--- src/core/pnl_cfg.svh ---
// constants of the panel output path
`ifndef PNL_CFG_SVH
`define PNL_CFG_SVH
`define PNL_DIV_LAST  3'd6
`define PNL_DIV_ZERO  3'd0
`define PNL_DIV_ONE   3'd1
`define PNL_CLK_HI    3'd3
`define PNL_CLK_PAT   7'b1100011
`define PNL_CNT_ZERO  12'h000
`define PNL_STEP_ONE  12'h001
`define PNL_STEP_TWO  12'h002
`define PNL_DLY_ZERO  8'h00
`define PNL_DLY_ONE   8'h01
`define PNL_LFSR_SEED 16'hACE1
`define PNL_LFSR_TAPS 16'hB400
`define PNL_PIX_ZERO  8'h00
`define PNL_ODD_BASE  3'd4
`endif

--- src/core/pnl_pkg.sv ---
// types of the panel output path
package pnl_pkg;
  typedef logic [11:0] pnl_cnt_t;
  typedef logic [6:0]  pnl_word_t;
  typedef enum logic [3:0] {
    PNL_OFF  = 4'b0001,
    PNL_UP   = 4'b0010,
    PNL_ON   = 4'b0100,
    PNL_DOWN = 4'b1000
  } pnl_seq_e;
endpackage

--- src/core/pnl_dither.sv ---
// one colour channel reduced from 10 to 8 or 6 bits
`timescale 1ns/100ps
`include "pnl_cfg.svh"
module pnl_dither
  import pnl_pkg::*;
(
  // colour in
  input  wire logic [9:0] i_val,
  // mode
  input  wire logic       i_six,
  input  wire logic       i_ordered,
  // position, frame and noise
  input  wire logic [1:0] i_pos,
  input  wire logic [1:0] i_frame,
  input  wire logic [3:0] i_rnd,
  // colour out, six-bit results left aligned
  output logic      [7:0] o_val
);
  logic [1:0] bay;
  logic [3:0] thr;
  logic       up;
  logic [6:0] sum6;
  logic [8:0] sum8;

  always_comb begin
    // bayer cell turned every frame spreads the error in time too
    bay  = {i_pos[0] ^ i_pos[1], i_pos[1]} ^ i_frame;
    thr  = i_ordered ? {bay, i_frame ^ i_pos} : i_rnd;
    up   = i_six ? (i_val[3:0] > thr) : (i_val[1:0] > thr[3:2]);
    sum6 = {1'b0, i_val[9:4]} + {6'h00, up};
    sum8 = {1'b0, i_val[9:2]} + {8'h00, up};
    // saturate so full white never wraps to black
    if (i_six) begin
      o_val = sum6[6] ? 8'hFC : {sum6[5:0], 2'b00};
    end else begin
      o_val = sum8[8] ? 8'hFF : sum8[7:0];
    end
  end
endmodule

--- src/core/pnl_lvds_ser.sv ---
// one lvds data channel, seven slots per pixel clock
`timescale 1ns/100ps
`include "pnl_cfg.svh"
module pnl_lvds_ser
  import pnl_pkg::*;
(
  // clock and reset
  input  wire logic      i_clk,
  input  wire logic      i_rst,
  // word and control
  input  wire logic      i_load,
  input  wire logic      i_enable,
  input  wire logic      i_invert,
  input  wire pnl_word_t i_word,
  // serial out
  output logic           o_bit
);
  pnl_word_t sh_ff;
  logic      bit_ff;

  // first listed slot goes out first
  always_ff @(posedge i_clk or posedge i_rst) begin
    if (i_rst) begin
      sh_ff <= '0;
    end else if (i_load) begin
      sh_ff <= {i_word[5:0], 1'b0};
    end else begin
      sh_ff <= {sh_ff[5:0], 1'b0};
    end
  end

  always_ff @(posedge i_clk or posedge i_rst) begin
    if (i_rst) begin
      bit_ff <= 1'b0;
    end else if (!i_enable) begin
      bit_ff <= 1'b0;
    end else begin
      bit_ff <= (i_load ? i_word[6] : sh_ff[6]) ^ i_invert;
    end
  end

  assign o_bit = bit_ff;
endmodule

--- src/core/pnl_out.sv ---
// panel timing, power sequencing, dithering and dual lvds mapping
// Operation
// - 18 or 24 bit, one or two pixels
// - timing outputs change on the pixel clock edge
// - frame lock follows input frame rate
// - free run uses programmed values only
// - syncs and enable made from settings, to lvds
// - horizontal counts pixels from hsync lead edge
// - vertical counts lines from vsync lead edge
// - power and bias outputs, programmable timing
// - dither ten bits to eight or six
// - random or ordered, spatial and temporal
// - two groups of four channels, single/double
// - even and odd groups may swap
// - data channels reorder, clocks stay fixed
// - each channel polarity may invert
// - first 24 bit map, low bits first
// - second 24 bit map, high bits first
// - 18 bit uses second map, channel 3 off
// - channel 2 ends hsync, vsync, enable
// - fast enough for sxga at 75 hz
`timescale 1ns/100ps
`include "pnl_cfg.svh"
module pnl_out
  import pnl_pkg::*;
(
  // clock and reset
  input  wire logic       I_MCLK,
  input  wire logic       I_RST,
  // mode
  input  wire logic       I_FREE_RUN,
  input  wire logic       I_PANEL_24BIT,
  input  wire logic       I_DOUBLE_PIXEL,
  input  wire logic       I_MAP_HIGH,
  input  wire logic       I_DITHER_ORDERED,
  // lvds steering
  input  wire logic       I_EVEN_ODD_SWAP,
  input  wire logic [7:0] I_CHAN_MAP,
  input  wire logic [7:0] I_CHAN_INVERT,
  // horizontal settings in pixels
  input  wire pnl_cnt_t   I_H_TOTAL,
  input  wire pnl_cnt_t   I_H_SYNC_W,
  input  wire pnl_cnt_t   I_H_DE_START,
  input  wire pnl_cnt_t   I_H_DE_END,
  // vertical settings in lines
  input  wire pnl_cnt_t   I_V_TOTAL,
  input  wire pnl_cnt_t   I_V_SYNC_W,
  input  wire pnl_cnt_t   I_V_DE_START,
  input  wire pnl_cnt_t   I_V_DE_END,
  // power sequencing
  input  wire logic       I_PANEL_ON,
  input  wire logic [7:0] I_SEQ_DELAY,
  // input frame reference
  input  wire logic       I_SRC_VSYNC,
  // pixel source
  input  wire logic [9:0] I_PIX0_R,
  input  wire logic [9:0] I_PIX0_G,
  input  wire logic [9:0] I_PIX0_B,
  input  wire logic [9:0] I_PIX1_R,
  input  wire logic [9:0] I_PIX1_G,
  input  wire logic [9:0] I_PIX1_B,
  output logic            O_PIX_REQ,
  // parallel display timing
  output logic            O_DISPLAY_PIXEL_CLOCK,
  output logic            O_DISPLAY_HSYNC_OUT,
  output logic            O_DISPLAY_VSYNC_OUT,
  output logic            O_DISPLAY_DATA_ENABLE_OUT,
  // panel power
  output logic            O_PANEL_POWER_CONTROL,
  output logic            O_PANEL_BIAS_CONTROL,
  // lvds
  output logic [7:0]      O_LVDS_DATA,
  output logic            O_LVDS_CLK_EVEN,
  output logic            O_LVDS_CLK_ODD
);
  logic [2:0]  phase_ff;
  logic        pclk_ff;
  logic        clk_ff;
  logic        strobe;
  logic [2:0]  nxt_phase;
  pnl_cnt_t    h_ff;
  pnl_cnt_t    v_ff;
  pnl_cnt_t    nxt_h;
  pnl_cnt_t    nxt_v;
  pnl_cnt_t    step;
  logic        hs_ff;
  logic        vs_ff;
  logic        de_ff;
  logic        nxt_de;
  logic        sv_s1_ff;
  logic        sv_s2_ff;
  logic        sv_s3_ff;
  logic        lock_ff;
  logic        frame_tick;
  logic [1:0]  frame_ff;
  logic [15:0] lfsr_ff;
  logic [9:0]  din [6];
  logic [7:0]  dth [6];
  logic [7:0]  dq_ff [6];
  pnl_word_t   lw [8];
  logic [7:0]  len;
  pnl_seq_e    seq_ff;
  logic [7:0]  dly_ff;
  logic        pwr_ff;
  logic        bias_ff;
  // a literal cannot be indexed, so the slot clock pattern gets a name
  localparam logic [6:0] clk_pat = `PNL_CLK_PAT;

  // pixel clock is the master clock divided by seven
  assign strobe    = (phase_ff == `PNL_DIV_LAST);
  assign nxt_phase = strobe ? `PNL_DIV_ZERO : phase_ff + `PNL_DIV_ONE;

  always_ff @(posedge I_MCLK or posedge I_RST) begin
    if (I_RST) begin
      phase_ff <= `PNL_DIV_ZERO;
      pclk_ff  <= 1'b0;
      clk_ff   <= 1'b0;
    end else begin
      phase_ff <= nxt_phase;
      pclk_ff  <= (nxt_phase <= `PNL_CLK_HI);
      clk_ff   <= clk_pat[`PNL_DIV_LAST - nxt_phase];
    end
  end

  // input vsync is foreign: two stages before any edge logic
  always_ff @(posedge I_MCLK or posedge I_RST) begin
    if (I_RST) begin
      sv_s1_ff <= 1'b0;
      sv_s2_ff <= 1'b0;
      sv_s3_ff <= 1'b0;
    end else begin
      sv_s1_ff <= I_SRC_VSYNC;
      sv_s2_ff <= sv_s1_ff;
      sv_s3_ff <= sv_s2_ff;
    end
  end

  // an input frame start arriving on the consuming strobe is kept
  always_ff @(posedge I_MCLK or posedge I_RST) begin
    if (I_RST) begin
      lock_ff <= 1'b0;
    end else if (sv_s2_ff && !sv_s3_ff) begin
      lock_ff <= 1'b1;
    end else if (strobe) begin
      lock_ff <= 1'b0;
    end
  end

  // double mode advances two pixels per clock; odd totals unsupported
  assign step = I_DOUBLE_PIXEL ? `PNL_STEP_TWO : `PNL_STEP_ONE;

  // 12 bit counters cover sxga totals with margin
  always_comb begin
    nxt_h = h_ff + step;
    nxt_v = v_ff;
    if (nxt_h >= I_H_TOTAL) begin
      nxt_h = `PNL_CNT_ZERO;
      nxt_v = v_ff + `PNL_STEP_ONE;
      if (nxt_v >= I_V_TOTAL) begin
        nxt_v = `PNL_CNT_ZERO;
      end
    end
    if (lock_ff && !I_FREE_RUN) begin
      nxt_h = `PNL_CNT_ZERO;
      nxt_v = `PNL_CNT_ZERO;
    end
  end

  assign nxt_de = (nxt_h >= I_H_DE_START) && (nxt_h < I_H_DE_END) &&
                  (nxt_v >= I_V_DE_START) && (nxt_v < I_V_DE_END);
  assign frame_tick = strobe && (nxt_h == `PNL_CNT_ZERO) &&
                      (nxt_v == `PNL_CNT_ZERO);

  always_ff @(posedge I_MCLK or posedge I_RST) begin
    if (I_RST) begin
      h_ff <= `PNL_CNT_ZERO;
      v_ff <= `PNL_CNT_ZERO;
    end else if (strobe) begin
      h_ff <= nxt_h;
      v_ff <= nxt_v;
    end
  end

  // timing outputs move only on the rising pixel clock edge
  always_ff @(posedge I_MCLK or posedge I_RST) begin
    if (I_RST) begin
      hs_ff <= 1'b0;
      vs_ff <= 1'b0;
      de_ff <= 1'b0;
    end else if (strobe) begin
      hs_ff <= nxt_h < I_H_SYNC_W;
      vs_ff <= nxt_v < I_V_SYNC_W;
      de_ff <= nxt_de;
    end
  end

  // frame count and noise feed the temporal part of dithering
  always_ff @(posedge I_MCLK or posedge I_RST) begin
    if (I_RST) begin
      frame_ff <= 2'b00;
      lfsr_ff  <= `PNL_LFSR_SEED;
    end else begin
      frame_ff <= frame_ff + {1'b0, frame_tick};
      lfsr_ff  <= {1'b0, lfsr_ff[15:1]} ^ (lfsr_ff[0] ? `PNL_LFSR_TAPS : 16'h0000);
    end
  end

  assign O_PIX_REQ = strobe && nxt_de;

  assign din[0] = I_PIX0_R;
  assign din[1] = I_PIX0_G;
  assign din[2] = I_PIX0_B;
  assign din[3] = I_PIX1_R;
  assign din[4] = I_PIX1_G;
  assign din[5] = I_PIX1_B;

  for (genvar k = 0; k < 6; k++) begin : g_dith
    pnl_dither u_dith (
      .i_val     (din[k]),
      .i_six     (!I_PANEL_24BIT),
      .i_ordered (I_DITHER_ORDERED),
      .i_pos     ({nxt_v[0], nxt_h[0] ^ (k >= 3)}),
      .i_frame   (frame_ff),
      .i_rnd     (lfsr_ff[2*k +: 4]),
      .o_val     (dth[k])
    );

    always_ff @(posedge I_MCLK or posedge I_RST) begin
      if (I_RST) begin
        dq_ff[k] <= `PNL_PIX_ZERO;
      end else if (strobe) begin
        dq_ff[k] <= O_PIX_REQ ? dth[k] : `PNL_PIX_ZERO;
      end
    end
  end

  // slot order per channel, first listed slot in bit 6
  function automatic logic [27:0] map_px(input logic [7:0] r, input logic [7:0] g,
                                         input logic [7:0] b, input logic hi);
    logic [5:0] cr;
    logic [5:0] cg;
    logic [5:0] cb;
    logic [1:0] er;
    logic [1:0] eg;
    logic [1:0] eb;
    cr = hi ? r[7:2] : r[5:0];
    cg = hi ? g[7:2] : g[5:0];
    cb = hi ? b[7:2] : b[5:0];
    er = hi ? r[1:0] : r[7:6];
    eg = hi ? g[1:0] : g[7:6];
    eb = hi ? b[1:0] : b[7:6];
    map_px[6:0]   = {cr[0], cr[1], cr[2], cr[3], cr[4], cr[5], cg[0]};
    map_px[13:7]  = {cg[1], cg[2], cg[3], cg[4], cg[5], cb[0], cb[1]};
    map_px[20:14] = {cb[2], cb[3], cb[4], cb[5], 3'b000};
    map_px[27:21] = {er[0], er[1], eg[0], eg[1], eb[0], eb[1], 1'b0};
  endfunction

  // six bit panel data sits in the high bits, so 18 bit uses the high pick
  logic        hi_pick;
  logic [27:0] wp [2];
  assign hi_pick = I_MAP_HIGH || !I_PANEL_24BIT;

  always_comb begin
    wp[0] = map_px(dq_ff[0], dq_ff[1], dq_ff[2], hi_pick);
    wp[1] = map_px(dq_ff[3], dq_ff[4], dq_ff[5], hi_pick);
    wp[0][16:14] = {hs_ff, vs_ff, de_ff};
    wp[1][16:14] = {hs_ff, vs_ff, de_ff};
  end

  // logical channels: 0..3 even group, 4..7 odd group
  for (genvar j = 0; j < 8; j++) begin : g_log
    assign lw[j]  = wp[(j >= 4) ^ I_EVEN_ODD_SWAP][7*(j%4) +: 7];
    assign len[j] = ((j % 4) != 3 || I_PANEL_24BIT) &&
                    (j < 4 || I_DOUBLE_PIXEL);
  end

  // each physical lane picks a logical channel within its own group
  for (genvar p = 0; p < 8; p++) begin : g_lane
    logic [2:0] src;
    assign src = {p >= 4, I_CHAN_MAP[2*(p%4) +: 2]};

    pnl_lvds_ser u_ser (
      .i_clk    (I_MCLK),
      .i_rst    (I_RST),
      .i_load   (strobe),
      .i_enable (len[src]),
      .i_invert (I_CHAN_INVERT[p]),
      .i_word   (lw[src]),
      .o_bit    (O_LVDS_DATA[p])
    );
  end

  // power first, bias after the delay; reverse order on the way down
  always_ff @(posedge I_MCLK or posedge I_RST) begin
    if (I_RST) begin
      seq_ff  <= PNL_OFF;
      dly_ff  <= `PNL_DLY_ZERO;
      pwr_ff  <= 1'b0;
      bias_ff <= 1'b0;
    end else begin
      case (seq_ff)
        PNL_OFF: begin
          if (I_PANEL_ON) begin
            seq_ff <= PNL_UP;
            dly_ff <= I_SEQ_DELAY;
            pwr_ff <= 1'b1;
          end
        end
        PNL_UP: begin
          if (!I_PANEL_ON) begin
            seq_ff <= PNL_OFF;
            pwr_ff <= 1'b0;
          end else if (dly_ff == `PNL_DLY_ZERO) begin
            seq_ff  <= PNL_ON;
            bias_ff <= 1'b1;
          end else if (frame_tick) begin
            dly_ff <= dly_ff - `PNL_DLY_ONE;
          end
        end
        PNL_ON: begin
          if (!I_PANEL_ON) begin
            seq_ff  <= PNL_DOWN;
            dly_ff  <= I_SEQ_DELAY;
            bias_ff <= 1'b0;
          end
        end
        PNL_DOWN: begin
          if (dly_ff == `PNL_DLY_ZERO) begin
            seq_ff <= PNL_OFF;
            pwr_ff <= 1'b0;
          end else if (frame_tick) begin
            dly_ff <= dly_ff - `PNL_DLY_ONE;
          end
        end
        default: begin
          seq_ff  <= PNL_OFF;
          pwr_ff  <= 1'b0;
          bias_ff <= 1'b0;
        end
      endcase
    end
  end

  assign O_DISPLAY_PIXEL_CLOCK     = pclk_ff;
  assign O_DISPLAY_HSYNC_OUT       = hs_ff;
  assign O_DISPLAY_VSYNC_OUT       = vs_ff;
  assign O_DISPLAY_DATA_ENABLE_OUT = de_ff;
  assign O_PANEL_POWER_CONTROL     = pwr_ff;
  assign O_PANEL_BIAS_CONTROL      = bias_ff;
  assign O_LVDS_CLK_EVEN           = clk_ff;
  assign O_LVDS_CLK_ODD            = clk_ff && I_DOUBLE_PIXEL;
endmodule

--- config.mk ---
export PLATFORM = sky130hd
export DESIGN_NAME = pnl_out
export DESIGN_NICKNAME = d
export VERILOG_FILES = /design/src/core/pnl_pkg.sv /design/src/core/pnl_dither.sv /design/src/core/pnl_lvds_ser.sv /design/src/core/pnl_out.sv
export VERILOG_INCLUDE_DIRS = /design/src /design/src/core
export SDC_FILE = /design/constraint.sdc
export NUM_CORES = 1
export LEC_CHECK = 0
export ABC_CLOCK_PERIOD_IN_PS = 22500
export BUFFER_PORTS_ARGS = -buffer_cell sky130_fd_sc_hd__buf_2
export CORE_UTILIZATION = 60
export CTS_BUF_LIST = sky130_fd_sc_hd__clkbuf_8
export CTS_CLUSTER_DIAMETER = 50
export DETAILED_ROUTE_END_ITERATION = 10
export PLACE_DENSITY = 0.85
export SETUP_SLACK_MARGIN = 0.02
export SYNTH_ARGS = -nofsm -noshare
export SYNTH_HDL_FRONTEND = slang
export SYNTH_SLANG_ARGS = --single-unit
export TNS_END_PERCENT = 30
--- constraint.sdc ---
create_clock -name I_MCLK -period 22.5 [get_ports I_MCLK]
set_input_delay 4.5 -clock I_MCLK [delete_from_list [all_inputs] [get_ports I_MCLK]]
set_output_delay 4.5 -clock I_MCLK [all_outputs]
set_load 0.005 [all_outputs]
### Yosys cells after proc, flatten, opt, wreduce, memory -nomap -nowiden

Memory sizes are Yosys's and may differ from the RTL's. A register that Yosys moved wholly into a read port is not among the register bits.
Index checks and enable logic that the tools add are counted.

* add/subtract/negate cells: 18
* order comparisons: 39
* eq/ne operators: 12
* multiplexer cells: 147
* bitwise gates (word level): 29
* reductions and logical operators: 24

Operator list (number)
* $mux W8: 29
* $bmux W7 S3: 8
* $mux W28: 6
* $mux W7: 24
* $mux W12: 5
* $add A8 B1 Y9: 6
* $ge A12 B12 Y1: 4
* $lt A12 B12 Y1: 4
* $mux W4: 11
* $add A6 B1 Y7: 6
* $mux W1: 37
* $mux W6: 6
* $ge A4 B4 Y1 const B: 8
* $pmux W8 S4: 1
* $gt A4 B4 Y1: 6
* $logic_not A12 Y1: 2
* $bmux W1 S2: 8
* $lt A2 B4 Y1 const B: 4
* $lt A3 B4 Y1 const B: 4
* $mux W16: 1
* $not A2 Y4: 4
* $not A3 Y4: 4
* $pmux W4 S4: 1
* $reduce_and A4 Y1: 4
* 32 further kinds: 76

* bits in registers: 179
* bits in read-only memories: 8
* output and inout port bits: 17
* word-level logic and storage cells: 309
* memories: 1

Memory list
* (name not given): words 8, width 1, read ports 1, clocked after memory_dff 1, write ports 0, RTL line pnl_out.sv:121 `` clk_ff <= clk_pat[`PNL_DIV_LAST - nxt_phase]; ``

### Longest topological paths before layout

* depth in word-level cells: 15
* gate-level depth with buffers: 34

### Cells and area by module

From an unflattened synthesis, not the netlist that was laid out.

* cells, all modules: 1601
* area total of the unflattened synthesis: 15625.0 µm²

By module, submodules not included
* pnl_out: instances 1, cells an instance 1035, area an instance 10169.8 µm², sequential area each 2914.0 µm²
* pnl_dither: instances 6, cells an instance 69, area an instance 530.5 µm², sequential area each 0.0 µm²
* pnl_lvds_ser: instances 8, cells an instance 19, area an instance 284.0 µm², sequential area each 175.2 µm²

### Least setup slack after synthesis

Ideal clock, no wire load.

* path type: input port to output port
* start: input I_DOUBLE_PIXEL
* end: output O_PIX_REQ
* arrival: 9.148 ns
* data required time: 18.000 ns
* setup slack: 8.852 ns
* cell stages on the path: 24
* cells stage by stage: inv_1 -> ha_1 -> fa_1 -> nand3_1 -> nor3_1 -> xnor2_1 -> inv_1 -> ha_1 -> and4_1 -> buf_4 -> nor4b_4 -> a21o_2 -> nor2_4 -> o41ai_2 -> ha_1 -> a21o_1 -> a21o_1 -> a21oi_1 -> o22ai_1 -> nor4_1 -> o221ai_1 -> nor4_1 -> o311ai_2 -> inv_2

* elaborated cells between the ends (all ways): 15
* those cells by class: add/sub (1); order compare (5); mux (5); reduce/logical (4)

RTL lines
* from (decl): RTL line pnl_out.sv:33 `input wire logic I_DOUBLE_PIXEL,`
* $mux W2 (no source line) (*)
* $add A12 B2 Y12 (*): RTL line pnl_out.sv:154 `nxt_h = h_ff + step;`
* $ge A12 B12 Y1 (*): RTL line pnl_out.sv:156 `if (nxt_h >= I_H_TOTAL) begin`
* $mux W12 (*): RTL line pnl_out.sv:156
* $mux W12 (*): RTL line pnl_out.sv:163 `if (lock_ff && !I_FREE_RUN) begin`
* via nxt_v[5]: RTL line pnl_out.sv:84 `pnl_cnt_t nxt_v;`
* $ge A12 B12 Y1: RTL line pnl_out.sv:170 `(nxt_v >= I_V_DE_START) && (nxt_v < I_V_DE_END);`
* $logic_and A1 B1 Y1: RTL line pnl_out.sv:169 `assign nxt_de = (nxt_h >= I_H_DE_START) && (nxt_h < I_H_DE_END) &&`
* $logic_and A1 B1 Y1 (*): RTL line pnl_out.sv:170
* $logic_and A1 B1 Y1 (*): RTL line pnl_out.sv:208 `assign O_PIX_REQ = strobe && nxt_de;`
* to (decl): RTL line pnl_out.sv:62 `output logic O_PIX_REQ,`

Mark *: on every way through the listed nets, which the timed path passes. The rest lies on a longest branch.

### Worst setup path after layout

Ends and elaborated chain as after synthesis.

==> results.ini <==
[synthesis]
synth-xor-area-share=0.03064
synth_common_cells=nand2_1, dfrtp_1, ha_1
synth_compound_area_frac=0.1597
ys_seq_area_frac=0.2903
synth_top_area_cell=dfrtp_1
syn-num-nets=2050
synth_fa_ha_area_frac=0.1272
muxShareOfSynthArea=0.1528
synth-simple-area-share=0.1756
ys_ff_latch=172
synth.cell_area_um2=14860
async_flop_share=1.000
syn_inst=1712
synth-edff-count=0
post_synth.cell_area_avg_um2=8.682
synth_top_family_by_area=simple AND/OR/NAND/NOR gates
synth.area.top_cells=dfrtp_1, ha_1, mux2i_1
yosys.area.top_type_share=0.2744
ys.flop_type=dfrtp_1
ys_types=83
ys_warn_count=0
synth_most_common_cell=nand2_1

[grt]
antenna_found_initial=5
grt_pass1_wl_um=67410
grt_overflow=0
grt_pass1_vias=13100
grt_usage=0.3332
grt_start_max_net_pins=95

[run]
cap_violations=0

[sta]
setup_violations=0
skew_ns=0.01582
worst_slew_margin_rel=0.3070
fmax_mhz=66.12
period_share=0.6722
hold_viol_final=0
fin_crit_ns=15.12
setup-tns-final_ns=0
worst_slew_pin_slew_ns=1.038
rsz0062_at_grt=no
slew_viol_final=0

[drt]
top_layer=met5
drt-pass1-iter-count=5
drc=0
drt-met1-wl_um=17930
dr_wl_met2_um=19340
vias=13560
vias_per_cell=6.173
drt_wl_total_um=42190
drt-wirelength-per-cell_um=19.20
ant_nets=0
drtIter0Drc=1346
dr_wl_met3_um=3586

[floorplan]
rows=57
core_region_area_um2=24320
die_area_um2=25410
die_h_um=159.4
start_util=0.6112
ios=207
die_width_um=159.4

[final_layout]
drive_gt1_frac=0.1733
seqCellArea_um2=4315
nets=2195
fill_cells=1987
multi_input_area_um2=9628
area_growth_pct=10.39
instances_no_fill=2197

[power]
intPower_mw=0.5166
leakage_nw=8.291
clockPowerShare=0.274
switching_share=0.3728
ir_worst_vdd_mv=0.03920
powerDensity_nw_per_um2=50.20
comb_power_share=0.309
p_sw_mw=0.3070
power_frac_seq=0.417

[cts]
clk_path_buf_depth=2
holdBufCountCts=0
post_cts_buffers=0
htree_levels=4
ctsResizeCount=0
worstSkewPairLatency_ns=0.48
numCtsBuffers=17
cts.reportedPaths.clkPinSlew_ns=0.11
cts_root_buf=clkbuf_8
tritoncts=done
cts.sinks=172

[critical_path]
rr_startpoint=h_ff[1]
crit_type=in2out
required_ns=18.00
crit_path_start_kind=input pin
cp_max_fo=34
cp-end-kind=primary output
arrival_ns=10.62
cp-startpoint=I_DOUBLE_PIXEL

[place]
dp_hpwl_um=32420
dp.cells=2162
io_buffers=206
place_congestion=0.9639

[outcome]
status=finished clean

[worst_hold_path]
min_path_type=reg2reg
holdCritStartpoint=sv_s1_ff

## layer usage
layer  GRT usage  vias up
met5           0        -
met4      0.1206        4
met3     0.07346       94
met2      0.5289      644
met1      0.4482     6442
li1            -     6378
## power by group through the flow
stage,clock (mW),sequential (mW),combinational [mW]
global placement,0,0.349,0.240
global route,0.240,0.346,0.284
finish,0.226,0.344,0.254
detailed placement,0,0.349,0.249
floorplan,0,0.341,0.179
CTS,0.228,0.343,0.252
## state kept, by name, summed over array words and instances (netlist names), 2 cells and up
signal,count
dly_ff,8
g_lane.u_ser.o_bit,8
v_ff,12
phase_ff,3
frame_ff,2
g_lane.u_ser.sh_ff,48
dq_ff,48
h_ff,12
lfsr_ff,16
seq_ff,4
## final timing paths
kind / to / slack, ns / depth (start not counted)
worst max-delay path: O_PIX_REQ / 7.38 / 26
worst min-delay path: sv_s2_ff / 0.36 / 0
worst max register to register: dq_ff[7] / 15.38 / 30
worst min register to register: sv_s2_ff / 0.36 / 0
max in group asynchronous: h_ff[10] / 16.75 / 3
min in group asynchronous: O_PANEL_BIAS_CONTROL / 4.19 / 2
## cells in the final DEF, fill, tap and decap left out, types with 7 or more instances in the layout
| cell type | n |
|---|---|
| mux4_2 | 36 |
| o21a_1 | 26 |
| and2_1 | 7 |
| o22a_1 | 12 |
| nand2b_1 | 27 |
| and3_1 | 26 |
| mux2i_1 | 138 |
| nand4_1 | 17 |
| clkbuf_8 | 18 |
| mux2_2 | 7 |
| nor4_1 | 8 |
| o21ai_1 | 22 |
| a21o_1 | 22 |
| dfrtp_1 | 163 |
| a22oi_1 | 8 |
| a31oi_1 | 20 |
| xor2_1 | 24 |
| nor3_1 | 25 |
| nor2_1 | 95 |
| inv_1 | 145 |
| o22ai_1 | 16 |
| o21ai_0 | 94 |
| nor3b_1 | 7 |
| nand2_1 | 261 |
| buf_2 | 206 |
| ha_1 | 147 |
| nand3_1 | 54 |
| xnor2_1 | 28 |
| nor2b_1 | 13 |
| dfstp_2 | 9 |
| a21oi_1 | 58 |
| buf_4 | 7 |
## area by class of cell
cell class | count | area share
Antenna cell | 3 | 0.0004576
Clock buffer | 18 | 0.01510
Clock inverter | 14 | 0.009914
Inverter | 147 | 0.03394
Multi-Input combinational cell | 1306 | 0.5868
Sequential cell | 172 | 0.2630
Tap cell | 324 | 0.02471
Timing Repair Buffer | 213 | 0.06604
## metrics by stage
stage	hold slack [ns]	total power, mW	util	setup WS [ns]	cell area, µm²
detailed placement	0.3371	0.5982	0.6575	7.416	15990
global route	0.3731	0.8701	0.6746	6.986	16410
CTS	0.3651	0.8228	0.6743	7.425	16400
global placement	0.3399	0.5891	0.6575	7.654	15990
finish	0.3613	0.8236	0.6746	7.376	16410
floorplan	0.3312	0.5196	-	8.852	14860
## critical path, cell delays in order
cell and delay, ns:
buf_2 0.14, inv_1 0.12, ha_1 0.24, fa_1 0.42
nand3_1 0.17, nor3_1 0.08, xnor2_1 0.17, inv_1 0.08
ha_1 0.29, and4_1 0.34, nor4b_4 0.28, a21oi_2 0.23
a211oi_2 0.64, a22oi_1 0.13, nor2_1 0.33, ha_1 0.33
a211o_1 0.26, a21oi_1 0.10, o21ai_0 0.10, nor4_1 0.31
o221ai_1 0.19, nor4_1 0.39, o311ai_4 0.16, buf_4 0.27
inv_2 0.18, buf_2 0.14
## logic make-up after synthesis
family | Yosys count
compound gates | 359
xor+xnor | 52
fa+ha+maj | 151
buf+inv | 234
flops | 172
mux | 181
simple gates | 563
(Power assumes the default switching activity.)
